**src/core/pic_pkg.sv**
```systemverilog
// package: constants, types and register decode for the serial command port
package pic_pkg;
  // bus addresses
  localparam logic [7:0] PIC_WR_ADDR     = 8'h68;
  localparam logic [7:0] PIC_RD_ADDR     = 8'h69;
  // register map
  localparam int         PIC_REG_NUM     = 14;
  localparam int         PIC_SPARE_NUM   = PIC_REG_NUM - 3;
  localparam logic [7:0] PIC_MODE_OFS    = 8'h07;
  localparam logic [7:0] PIC_OE_OFS      = 8'h10;
  localparam logic [7:0] PIC_STARTUP_OFS = 8'h12;
  localparam logic [7:0] PIC_SPARE_OFS   = 8'h20;
  localparam logic [3:0] PIC_MODE_IDX    = 4'h0;
  localparam logic [3:0] PIC_OE_IDX      = 4'h1;
  localparam logic [3:0] PIC_STARTUP_IDX = 4'h2;
  localparam logic [3:0] PIC_SPARE_IDX0  = 4'h3;
  localparam logic [3:0] PIC_NO_IDX      = 4'hF;
  localparam logic [7:0] PIC_REG_RST     = 8'h00;
  localparam logic [7:0] PIC_UNMAPPED_RD = 8'h00;
  // field positions
  localparam int         PIC_B1_LSB      = 0;
  localparam int         PIC_B2_LSB      = 2;
  localparam int         PIC_B3_LSB      = 4;
  localparam int         PIC_BB_BIT      = 6;
  localparam int         PIC_OE_SW_BIT   = 7;
  localparam int         PIC_MASK_BIT    = 7;
  // timing
  localparam int         PIC_CLK_MHZ     = 200;
  localparam int         PIC_PG_TIMEOUT_MS  = 14;
  localparam int         PIC_PG_TIMEOUT_CYC = PIC_PG_TIMEOUT_MS * 1000 * PIC_CLK_MHZ;
  localparam int         PIC_GLITCH_NS   = 50;
  localparam int         PIC_FILT_CYC    = PIC_GLITCH_NS * PIC_CLK_MHZ / 1000;

  typedef enum logic [1:0] {
    PIC_PULSE_SKIP  = 2'h0,
    PIC_BURST       = 2'h1,
    PIC_FORCED_CONT = 2'h2
  } pic_mode_t;

  typedef enum logic [5:0] {
    PIC_ST_IDLE   = 6'h01,
    PIC_ST_ADDR   = 6'h02,
    PIC_ST_ACK    = 6'h04,
    PIC_ST_WR     = 6'h08,
    PIC_ST_RD     = 6'h10,
    PIC_ST_RD_ACK = 6'h20
  } pic_state_t;

  // map a register pointer to a storage index, PIC_NO_IDX when unmapped
  function automatic logic [3:0] pic_reg_index(input logic [7:0] ofs);
    logic [7:0] d;
    d = ofs - PIC_SPARE_OFS;
    if (ofs == PIC_MODE_OFS) return PIC_MODE_IDX;
    if (ofs == PIC_OE_OFS) return PIC_OE_IDX;
    if (ofs == PIC_STARTUP_OFS) return PIC_STARTUP_IDX;
    if (d < 8'(PIC_SPARE_NUM)) return d[3:0] + PIC_SPARE_IDX0;
    return PIC_NO_IDX;
  endfunction : pic_reg_index
endpackage : pic_pkg

```
**src/core/pic_command_port.sv**
```systemverilog
// serial command port of the power manager: bus slave, holding latches, command registers
//
// Contract
// - ack write address, pointer and data bytes
// - ack read address, return bytes until master nack
// - hold data low through ack clock high
// - answer 0x68 write, 0x69 read
// - fourteen writable command registers by pointer
// - write is address, pointer, data pairs
// - data latched when its ack starts
// - repeated start elsewhere keeps pending data
// - commit latches to registers only on stop
// - pointer written first, then repeated-start read
// - read shifts eight bits, msb first
// - no stop needed, pointer kept
// - reads before stop return pending data
// - each new read repeats same register
// - mode register holds three buck modes
// - mode bit 6 selects buck-boost burst
// - enable bits ored with pins when bit7 low
// - bit7 high uses register bits only
// - power-on pin low clears enable register
// - mask bit gates power-good timeout shutdown
// - start-up bits select discharge wait
// - masked timeout keeps power-good normal
// - supply collapse resets port and registers
`timescale 1ns/1ps
module pic_command_port import pic_pkg::*; #(
  parameter int PG_TIMEOUT_CYC = PIC_PG_TIMEOUT_CYC,
  parameter int FILT_CYC       = PIC_FILT_CYC
) (
  // clock and reset
  input  wire logic       clk_i,
  input  wire logic       rstn_i,
  input  wire logic       interface_supply_ok_i,
  // serial bus, open drain data
  input  wire logic       scl_i,
  input  wire logic       sda_i,
  output logic            sda_o,
  output logic            sda_oe_o,
  // enable pins
  input  wire logic       power_on_input_i,
  input  wire logic       buck1_enable_pin_i,
  input  wire logic       buck2_enable_pin_i,
  input  wire logic       buck3_enable_pin_i,
  input  wire logic       buckboost_enable_pin_i,
  input  wire logic       linreg2_enable_pin_i,
  input  wire logic       linreg34_enable_pin_i,
  // power-good monitor
  input  wire logic       power_good_output_low_i,
  output logic            power_good_output_o,
  output logic            power_good_output_timeout_o,
  output logic            hard_shutdown_o,
  // regulator controls
  output logic [6:0]      regulator_enable_o,
  output pic_mode_t       buck1_mode_o,
  output pic_mode_t       buck2_mode_o,
  output pic_mode_t       buck3_mode_o,
  output logic            buckboost_burst_o,
  output logic [6:0]      startup_wait_o
);
  logic            port_rst;
  logic            sda_lvl;
  logic            scl_rise;
  logic            scl_fall;
  logic            start_det;
  logic            stop_det;
  pic_state_t      st_reg;
  logic [7:0]      sh_reg;
  logic [3:0]      bit_cnt_reg;
  logic            rd_mode_reg;
  logic            expect_ptr_reg;
  logic            sda_oe_reg;
  logic [7:0]      ptr_reg;
  logic [7:0]      hold_reg [PIC_REG_NUM];
  logic [7:0]      act_reg  [PIC_REG_NUM];
  logic [PIC_REG_NUM-1:0] pend_reg;
  logic [3:0]      ptr_idx;
  logic [7:0]      rd_byte;
  logic            byte_done;
  logic            ptr_stb;
  logic            data_stb;
  logic            oe_clear;
  logic [6:0]      pin_en;
  logic [6:0]      en_reg;
  logic [31:0]     pg_cnt_reg;
  logic            pg_fire;
  logic            power_good_output_reg;

  // supply collapse returns the whole port to its power-on state
  assign port_rst = !rstn_i || !interface_supply_ok_i;

  pic_bus_sampler #(
    .FILT_CYC (FILT_CYC)
  ) u_smp (
    .clk_i      (clk_i),
    .rstn_i     (!port_rst),
    .scl_i      (scl_i),
    .sda_i      (sda_i),
    .sda_lvl_o  (sda_lvl),
    .scl_rise_o (scl_rise),
    .scl_fall_o (scl_fall),
    .start_o    (start_det),
    .stop_o     (stop_det)
  );

  assign ptr_idx   = pic_reg_index(ptr_reg);
  assign byte_done = scl_fall && bit_cnt_reg == 4'h8;
  assign ptr_stb   = st_reg == PIC_ST_WR && byte_done && expect_ptr_reg;
  assign data_stb  = st_reg == PIC_ST_WR && byte_done && !expect_ptr_reg;

  // uncommitted data wins so the master can verify before its stop
  always_comb begin
    rd_byte = PIC_UNMAPPED_RD;
    if (ptr_idx != PIC_NO_IDX) begin
      rd_byte = pend_reg[ptr_idx] ? hold_reg[ptr_idx] : act_reg[ptr_idx];
    end
  end

  // bus protocol engine; sda changes only after scl falls so it is stable while high
  always_ff @(posedge clk_i) begin
    if (port_rst) begin
      st_reg         <= PIC_ST_IDLE;
      sh_reg         <= 8'h00;
      bit_cnt_reg    <= 4'h0;
      rd_mode_reg    <= 1'b0;
      expect_ptr_reg <= 1'b0;
      sda_oe_reg     <= 1'b0;
    end else if (stop_det) begin
      st_reg     <= PIC_ST_IDLE;
      sda_oe_reg <= 1'b0;
    end else if (start_det) begin
      // a repeated start to another address leaves the latches alone
      st_reg      <= PIC_ST_ADDR;
      bit_cnt_reg <= 4'h0;
      sda_oe_reg  <= 1'b0;
    end else begin
      case (st_reg)
        PIC_ST_IDLE: begin
          sda_oe_reg <= 1'b0;
        end
        PIC_ST_ADDR, PIC_ST_WR: begin
          if (scl_rise && bit_cnt_reg != 4'h8) begin
            sh_reg      <= {sh_reg[6:0], sda_lvl};
            bit_cnt_reg <= bit_cnt_reg + 4'h1;
          end else if (byte_done) begin
            bit_cnt_reg <= 4'h0;
            if (st_reg == PIC_ST_WR) begin
              st_reg         <= PIC_ST_ACK;
              sda_oe_reg     <= 1'b1;
              expect_ptr_reg <= !expect_ptr_reg;
            end else if (sh_reg == PIC_WR_ADDR || sh_reg == PIC_RD_ADDR) begin
              st_reg         <= PIC_ST_ACK;
              sda_oe_reg     <= 1'b1;
              rd_mode_reg    <= sh_reg[0];
              expect_ptr_reg <= 1'b1;
            end else begin
              st_reg <= PIC_ST_IDLE;
            end
          end
        end
        PIC_ST_ACK: begin
          if (scl_fall) begin
            if (rd_mode_reg) begin
              // first data bit goes out on the fall that ends the ack
              st_reg      <= PIC_ST_RD;
              sh_reg      <= {rd_byte[6:0], 1'b0};
              sda_oe_reg  <= !rd_byte[7];
              bit_cnt_reg <= 4'h1;
            end else begin
              st_reg      <= PIC_ST_WR;
              sda_oe_reg  <= 1'b0;
              bit_cnt_reg <= 4'h0;
            end
          end
        end
        PIC_ST_RD: begin
          if (scl_fall) begin
            if (bit_cnt_reg == 4'h8) begin
              st_reg     <= PIC_ST_RD_ACK;
              sda_oe_reg <= 1'b0;
            end else begin
              sh_reg      <= {sh_reg[6:0], 1'b0};
              sda_oe_reg  <= !sh_reg[7];
              bit_cnt_reg <= bit_cnt_reg + 4'h1;
            end
          end
        end
        PIC_ST_RD_ACK: begin
          if (scl_rise) begin
            sh_reg <= {sh_reg[6:0], sda_lvl};
          end else if (scl_fall) begin
            if (sh_reg[0]) begin
              st_reg <= PIC_ST_IDLE;
            end else begin
              // master asked for more: repeat the same register
              st_reg      <= PIC_ST_RD;
              sh_reg      <= {rd_byte[6:0], 1'b0};
              sda_oe_reg  <= !rd_byte[7];
              bit_cnt_reg <= 4'h1;
            end
          end
        end
        default: begin
          st_reg     <= PIC_ST_IDLE;
          sda_oe_reg <= 1'b0;
        end
      endcase
    end
  end

  assign sda_o    = 1'b0;
  assign sda_oe_o = sda_oe_reg;

  // read pointer survives reads, starts and stops
  always_ff @(posedge clk_i) begin
    if (port_rst)     ptr_reg <= 8'h00;
    else if (ptr_stb) ptr_reg <= sh_reg;
  end

  // a hard shutdown wipes the enables just as the power-on pin does
  assign oe_clear = !power_on_input_i || hard_shutdown_o;

  // holding latches, filled as each data ack starts
  always_ff @(posedge clk_i) begin
    if (port_rst) begin
      pend_reg <= '0;
      for (int i = 0; i < PIC_REG_NUM; i++) hold_reg[i] <= PIC_REG_RST;
    end else begin
      if (stop_det) pend_reg <= '0;
      if (data_stb && ptr_idx != PIC_NO_IDX) begin
        hold_reg[ptr_idx] <= sh_reg;
        pend_reg[ptr_idx] <= 1'b1;
      end
      // an enable clear must not be undone by a later stop
      if (oe_clear) pend_reg[PIC_OE_IDX] <= 1'b0;
    end
  end

  // active command registers
  always_ff @(posedge clk_i) begin
    if (port_rst) begin
      for (int i = 0; i < PIC_REG_NUM; i++) act_reg[i] <= PIC_REG_RST;
    end else begin
      if (stop_det) begin
        for (int i = 0; i < PIC_REG_NUM; i++) begin
          if (pend_reg[i]) act_reg[i] <= hold_reg[i];
        end
      end
      if (oe_clear) act_reg[PIC_OE_IDX] <= PIC_REG_RST;
    end
  end

  // pin order matches enable register bits 0..6; the shared linear pin drives bits 5 and 6
  assign pin_en = {linreg34_enable_pin_i, linreg34_enable_pin_i, linreg2_enable_pin_i,
                   buckboost_enable_pin_i, buck3_enable_pin_i, buck2_enable_pin_i,
                   buck1_enable_pin_i};

  always_ff @(posedge clk_i) begin
    if (port_rst) begin
      en_reg <= 7'h00;
    end else if (act_reg[PIC_OE_IDX][PIC_OE_SW_BIT]) begin
      en_reg <= act_reg[PIC_OE_IDX][6:0];
    end else begin
      en_reg <= act_reg[PIC_OE_IDX][6:0] | pin_en;
    end
  end

  assign regulator_enable_o = en_reg;
  assign buck1_mode_o       = pic_mode_t'(act_reg[PIC_MODE_IDX][PIC_B1_LSB +: 2]);
  assign buck2_mode_o       = pic_mode_t'(act_reg[PIC_MODE_IDX][PIC_B2_LSB +: 2]);
  assign buck3_mode_o       = pic_mode_t'(act_reg[PIC_MODE_IDX][PIC_B3_LSB +: 2]);
  assign buckboost_burst_o  = act_reg[PIC_MODE_IDX][PIC_BB_BIT];
  // a zero start-up bit means wait for the output to discharge
  assign startup_wait_o     = ~act_reg[PIC_STARTUP_IDX][6:0];

  // power-good timeout: reporting is unconditional, shutdown only when unmasked
  assign pg_fire = power_good_output_low_i && pg_cnt_reg == 32'(PG_TIMEOUT_CYC - 1);

  always_ff @(posedge clk_i) begin
    if (port_rst) begin
      pg_cnt_reg      <= 32'h0;
      power_good_output_timeout_o <= 1'b0;
      hard_shutdown_o <= 1'b0;
      power_good_output_reg       <= 1'b0;
    end else begin
      power_good_output_reg       <= !power_good_output_low_i;
      power_good_output_timeout_o <= pg_fire;
      hard_shutdown_o <= pg_fire && !act_reg[PIC_STARTUP_IDX][PIC_MASK_BIT];
      if (!power_good_output_low_i) pg_cnt_reg <= 32'h0;
      else if (pg_cnt_reg != 32'(PG_TIMEOUT_CYC)) pg_cnt_reg <= pg_cnt_reg + 32'h1;
    end
  end

  assign power_good_output_o = power_good_output_reg;
endmodule : pic_command_port

```
**src/core/pic_bus_sampler.sv**
```systemverilog
// glitch filter and start, stop and clock edge detection for the two bus lines
`timescale 1ns/1ps
module pic_bus_sampler import pic_pkg::*; #(
  parameter int FILT_CYC = PIC_FILT_CYC
) (
  // clock and reset
  input  wire logic clk_i,
  input  wire logic rstn_i,
  // bus lines
  input  wire logic scl_i,
  input  wire logic sda_i,
  // conditions
  output logic      sda_lvl_o,
  output logic      scl_rise_o,
  output logic      scl_fall_o,
  output logic      start_o,
  output logic      stop_o
);
  logic [1:0] raw;
  logic [1:0] filt;
  logic [1:0] prev_reg;

  assign raw = {sda_i, scl_i};

  // a line changes only after it has held its new level for FILT_CYC cycles
  for (genvar g = 0; g < 2; g++) begin : g_filt
    logic [7:0] cnt_reg;
    logic       lvl_reg;
    always_ff @(posedge clk_i) begin
      if (!rstn_i) begin
        cnt_reg <= 8'h00;
        lvl_reg <= 1'b1;
      end else if (raw[g] == lvl_reg) begin
        cnt_reg <= 8'h00;
      end else if (cnt_reg >= 8'(FILT_CYC - 1)) begin
        cnt_reg <= 8'h00;
        lvl_reg <= raw[g];
      end else begin
        cnt_reg <= cnt_reg + 8'h01;
      end
    end
    assign filt[g] = lvl_reg;
  end

  always_ff @(posedge clk_i) begin
    if (!rstn_i) prev_reg <= 2'h3;
    else         prev_reg <= filt;
  end

  assign sda_lvl_o  = filt[1];
  assign scl_rise_o = filt[0] & ~prev_reg[0];
  assign scl_fall_o = ~filt[0] & prev_reg[0];
  assign start_o    = filt[0] & prev_reg[0] & prev_reg[1] & ~filt[1];
  assign stop_o     = filt[0] & prev_reg[0] & ~prev_reg[1] & filt[1];
endmodule : pic_bus_sampler

```
**config.mk**
```make
export PLATFORM = sky130hd
export DESIGN_NAME = pic_command_port
export DESIGN_NICKNAME = d
export VERILOG_FILES = /design/src/core/pic_pkg.sv /design/src/core/pic_command_port.sv /design/src/core/pic_bus_sampler.sv
export SDC_FILE = /design/constraint.sdc
export NUM_CORES = 1
export LEC_CHECK = 0
export ABC_CLOCK_PERIOD_IN_PS = 4650
export BUFFER_PORTS_ARGS = -buffer_cell sky130_fd_sc_hd__buf_2
export CAP_MARGIN = 20
export CELL_PAD_IN_SITES_DETAIL_PLACEMENT = 1
export CELL_PAD_IN_SITES_GLOBAL_PLACEMENT = 2
export CORE_ASPECT_RATIO = 0.8
export CORE_MARGIN = 1.5
export CORE_UTILIZATION = 41
export DETAILED_ROUTE_END_ITERATION = 8
export GPL_TIMING_DRIVEN = 1
export PLACE_DENSITY_LB_ADDON = 0.1
export RECOVER_POWER = 100
export SKIP_CTS_REPAIR_TIMING = 1
export SYNTH_ARGS = -nofsm -noshare
export SYNTH_HDL_FRONTEND = slang
export SYNTH_SLANG_ARGS = --single-unit
```
**constraint.sdc**
```tcl
create_clock -name clk_i -period 4.65 [get_ports clk_i]
set_clock_uncertainty 0.15 [all_clocks]
set_input_delay 0.2325 -clock clk_i [delete_from_list [all_inputs] [get_ports clk_i]]
set_output_delay 0.2325 -clock clk_i [all_outputs]
set_load 0.1 [all_outputs]
```
# Word-level counts from Yosys, hierarchy flattened
# Memories as Yosys holds them, arrays and structs flattened.
# Index checks and enable logic that the tools add are counted.
[classes]
magnitude_cmp = 5
eq_ne = 43
n_addsub = 6
mux = 156
bitwise_logic = 37
n_reduce_logical = 41
[ops]
columns = ["cell", "n"]
rows = [
  ["$mux W8", 26],
  ["$mux W1", 90],
  ["$mux W4", 18],
  ["$mux W14", 3],
  ["$mux W6", 7],
  ["$ne A3 B3 Y1 const B", 12],
  ["$add A32 B1 Y32 const B", 1],
  ["$eq A32 B22 Y1 const B", 1],
  ["$ne A32 B22 Y1 const B", 1],
  ["$pmux W8 S4", 1],
  ["$pmux W6 S5", 1],
  ["$ne A2 B2 Y1 const B", 12],
  ["$reduce_and A8 Y1", 3],
  ["$reduce_and A9 Y1", 2],
  ["$add A8 B1 Y8 const B", 2],
  ["$eq A8 B5 Y1 const B", 2],
  ["$eq A8 B7 Y1 const B", 2],
  ["$ge A8 B4 Y1 const B", 2],
  ["$pmux W4 S4", 1],
  ["$or A1 B1 Y1", 15],
  ["$or A14 B14 Y14", 1],
  ["$ne A4 B4 Y1 const B", 3],
  ["$not A1 Y1", 12],
  ["$mux W5", 2],
  ["other kinds (37)", 68],
]
[word_totals]
mem_bits_rw = 224
inputBits = 13
elab_cells = 311
output_inout_bits = 26
memories = 2
register_bits = 105
[memory_table]
columns = ["name", "words", "word_bits", "read_ports", "rd_clocked_by_memory_dff", "write_ports", "line", "rtl"]
rows = [
  ["act_reg", 14, 8, 4, 0, 14, "pic_command_port.sv:76", "logic [7:0] act_reg [PIC_REG_NUM];"],
  ["hold_reg", 14, 8, 15, 0, 14, "pic_command_port.sv:75", "logic [7:0] hold_reg [PIC_REG_NUM];"],
]

# Depth between registers and ports, before layout
[depth]
ltp_word = 21
ltp_mapped = 14
mapped_depth_nobuf = 10

# Modules after synthesis
# Synthesis repeated with hierarchy kept, for this count alone.
[unflattened]
hier_cells = 1599
hier_area_um2 = 16100.4
[modules_own_cells]
columns = ["mod", "cells_per_inst", "seq_area_each_um2", "n_inst", "area_per_inst_um2"]
rows = [
  ["pic_command_port", 1528, 8558.2, 1, 15328.5],
  ["pic_bus_sampler", 71, 400.4, 1, 772.0],
]

# Least setup slack after synthesis
# Ideal clock, no wire load.
[synth_timing]
path_type = "reg-to-reg"
start = "register ptr_reg[3]"
end = "memory hold_reg[10][0], enable pin"
setup_time_ns = 0.384
arrival_ns = 2.987
required_time_ns = 4.116
period_less_slack_ns = 3.521
stages_incl_launch_ff = 12
slack_ns = 1.129
cell_sequence = "dfxtp_1 -> buf_6 -> or4_4 -> buf_6 -> or4_4 -> buf_6 -> nand2_8 -> buf_2 -> buf_2 -> nand2_1 -> clkbuf_1 -> o21ai_0"
[synth_rtl]
columns = ["element", "line", "rtl"]
rows = [
  ["start, declared", "pic_command_port.sv:74", "logic [7:0] ptr_reg;"],
  ["start signal, assigned", "pic_command_port.sv:218", "else if (ptr_stb) ptr_reg <= sh_reg;"],
  ["end, declared", "pic_command_port.sv:75", ""],
]

==> flow_summary.yaml <==
yosys:
  synth_flop_cell: "edfxtp_1"
  synth.top_cell.area_share_pct: 39.5
  yosys_warnings: 0
  syn_avg_cell_area_um2: 9.93
  synth-seq-area-share_pct: 56.8
  synth_top_area_cell: "edfxtp_1"
  synth.distinct_cells: 70
  synth_area_um2: 15800
  synthCells: 1592
  async_flop_share_pct: 0
  ys_ff_latch: 345
  synth_edf_count: 208
  ys_top_cells_by_area: "edfxtp_1 39%, dfxtp_1 17%, nand2_1 5.5%, and3_1 3.8%, o22ai_1 3.0%"
drt:
  dr.pass1.iters: 5
  drt-met1-wl_mm: 24.4
  wl_met2_mm: 21.5
  drt-initial-drc-count: 1056
  drt_wl_total_mm: 50.9
  top_layer: "met5"
  drtAntennaViolNets: 0
  dr_wl_met3_mm: 3.96
  vias_per_cell: 5.79
  via_count: 12465
  wire_per_inst_um: 23.7
  drc: 0
sta:
  fin_crit_ns: 4.30
  setup_viol: 0
  slew_violations: 176
  rsz0062_at_grt: "no"
  hold_viol: 0
  tns_ns: 0
  finalCritPeriodShare_pct: 92.4
  max_freq_ghz: 0.233
  maxSlewHeadroom_pct: -88.6
  tightest_slew_ns: 2.83
  postLayoutSetupSlackWorst_ns: 0.354
cts:
  clock_path_buffers: 3
  clkTransAtPathRegs_ns: 0.06
  htree_levels: 2
  cts_tree: "done"
  clk_latency_ns: 0.55
  numCtsBuffers: 39
  cts.sinks: 345
  root_buffer: "clkbuf_16"
hold_path:
  min_path_type: "primary input to register"
  holdPathEnd: "power_good_output_o"
  min-delay-start: "power_good_output_low_i"
  hold_depth: 3
worst_setup_path:
  r2r_start: "ptr_reg[3]"
  cp-end-kind: "register"
  critPathMaxFanout: 18
  r2r-end: "hold_reg[3][3]"
  crit_required_ns: 4.72
  reg2reg_depth: 8
  critPathKind: "register to register"
  arrival_ns: 4.37
  r2r_setup_slack_ns: 0.35
  start_kind: "register"
floorplan:
  core_um2: 38100
  die_area_um2: 39800
  fp.dieH_um: 179
  chipWidth_um: 223
  ios: 39
  rows: 64
  start_util_pct: 41.5
power_and_ir_drop:
  powerDensity_nw_per_um2: 366
  finalPower_uw: 6510
  cellLeakagePower_uw: 0.00653
  ir_drop_uv: 222
placed_design:
  place_ws_ns: 0.759
  gp_congestion: 0.891
  place_hpwl_mm: 34.9
  io_buffers: 37
  dp_cells: 2068
layout:
  final_common_cell: "nand2_1"
  largest_reg_flops: 128
  area_growth_pct: 12.4
  fillers: 4250
  instances_no_fill: 2151
  layout_common_cells: "231 x nand2_1, 208 x edfxtp_1, 137 x dfxtp_1"
  num-nets-final: 1654
  layout-drive-gt1-share_pct: 7.50
run:
  maxCapViolCount: 5
run_status:
  status: "finished, violations left"
  violations: "capacitance limit, slew limit"
global_routing:
  globalRouteOverflowTotal: 0
  grt_max_degree: 73
  track_usage_pct: 25.5
  grt_pass1_vias: 12004
  antenna_found_initial: 5
  grt_pass1_wl_mm: 75.7
## cells by family (layout without fill, tap and decap cells)
group | Yosys count | in the layout | synth area share (%)
adders and majority gates | 17 | 17 | 1.34
AOI/OAI and AO/OA | 315 | 315 | 12.4
muxes | 14 | 14 | 0.894
and+or+nand+nor | 696 | 696 | 22.0
other | 1 | 19 | 0.0237
DFF | 345 | 345 | 56.8
xor gates and xnor gates | 39 | 39 | 2.16
buffers and inverters | 165 | 211 | 4.35
## critical path: stages, from the launching register on
cell	delay, ns
dfxtp_1	0.40
or4_4	0.60
or4_4	0.60
nand2_8	0.10
nor3_1	0.10
nor3_1	0.80
nand2_1	0.61
o21ai_0	0.32
clkbuf_2	0.29
## per-layer routing
metal	global-route usage, %	vias to the layer above
met5	0	-
met3	4.97	90
li1	-	5813
met2	38.0	405
met4	6.75	6
met1	37.8	6151
## worst max-delay path by stage
stage                          start               to  slack, ns  cells after the start
final                     ptr_reg[3]   hold_reg[3][3]       0.35                      8
after global routing      ptr_reg[3]  hold_reg[12][4]       0.24                      9
after CTS                 ptr_reg[3]   hold_reg[6][0]       0.72                      7
after detailed placement  ptr_reg[3]   hold_reg[6][0]       0.76                      7
after global placement    ptr_reg[3]         sda_oe_o       0.83                      9
after floorplan           ptr_reg[3]  hold_reg[10][0]       1.13                     11
## layout make-up
cell class | instances | area (µm²) | share of cell area (%)
multi-input cells | 1098 | 6230 | 35.0
clock buffers | 47 | 1040 | 5.83
diodes | 2 | 5.00 | 0.0282
inverters | 40 | 150 | 0.845
repair buffers | 100 | 598 | 3.36
clock inverters | 24 | 151 | 0.852
well taps | 495 | 619 | 3.48
flip-flops and latches | 345 | 8990 | 50.6
## power breakdown
part	switching (µW)	internal, µW	total [µW]
logic	174	48.6	223
registers	51.5	3320	3370
clock network	1270	1650	2910
## cell usage after synthesis, types with 5 or more instances
cell type and n:
or3_1 9, or2_2 7, a211oi_1 18, nor2_1 101, xnor2_1 15, dfxtp_1 137, nand3b_1 10, o211ai_1 6
buf_2 13, nand3_1 30, or4_1 15, ha_1 17, a211o_1 5, inv_1 40, a21o_1 15, mux2i_1 13
nor3_1 84, buf_1 5, nand2_1 231, nand4_1 9, and2_1 55, nand2b_1 8, clkbuf_1 96, xor2_1 24
buf_4 8, and3_1 96, edfxtp_1 208, nor2b_1 8, o22ai_1 77, a21oi_1 37, a31oi_1 44, nor4_1 10
o21ai_0 87
## through the flow
stage / hold WS [ns] / utilization, % / area (µm²)
final: 0.252 / 46.6 / 17800
after global routing: 0.265 / 46.6 / 17800
after global placement: 0.262 / 43.6 / 16600
after CTS: -0.304 / 46.7 / 17800
after detailed placement: 0.265 / 43.6 / 16600
after floorplan: 0.155 / - / 15900
No activity file was read; power rests on OpenSTA's default activity.
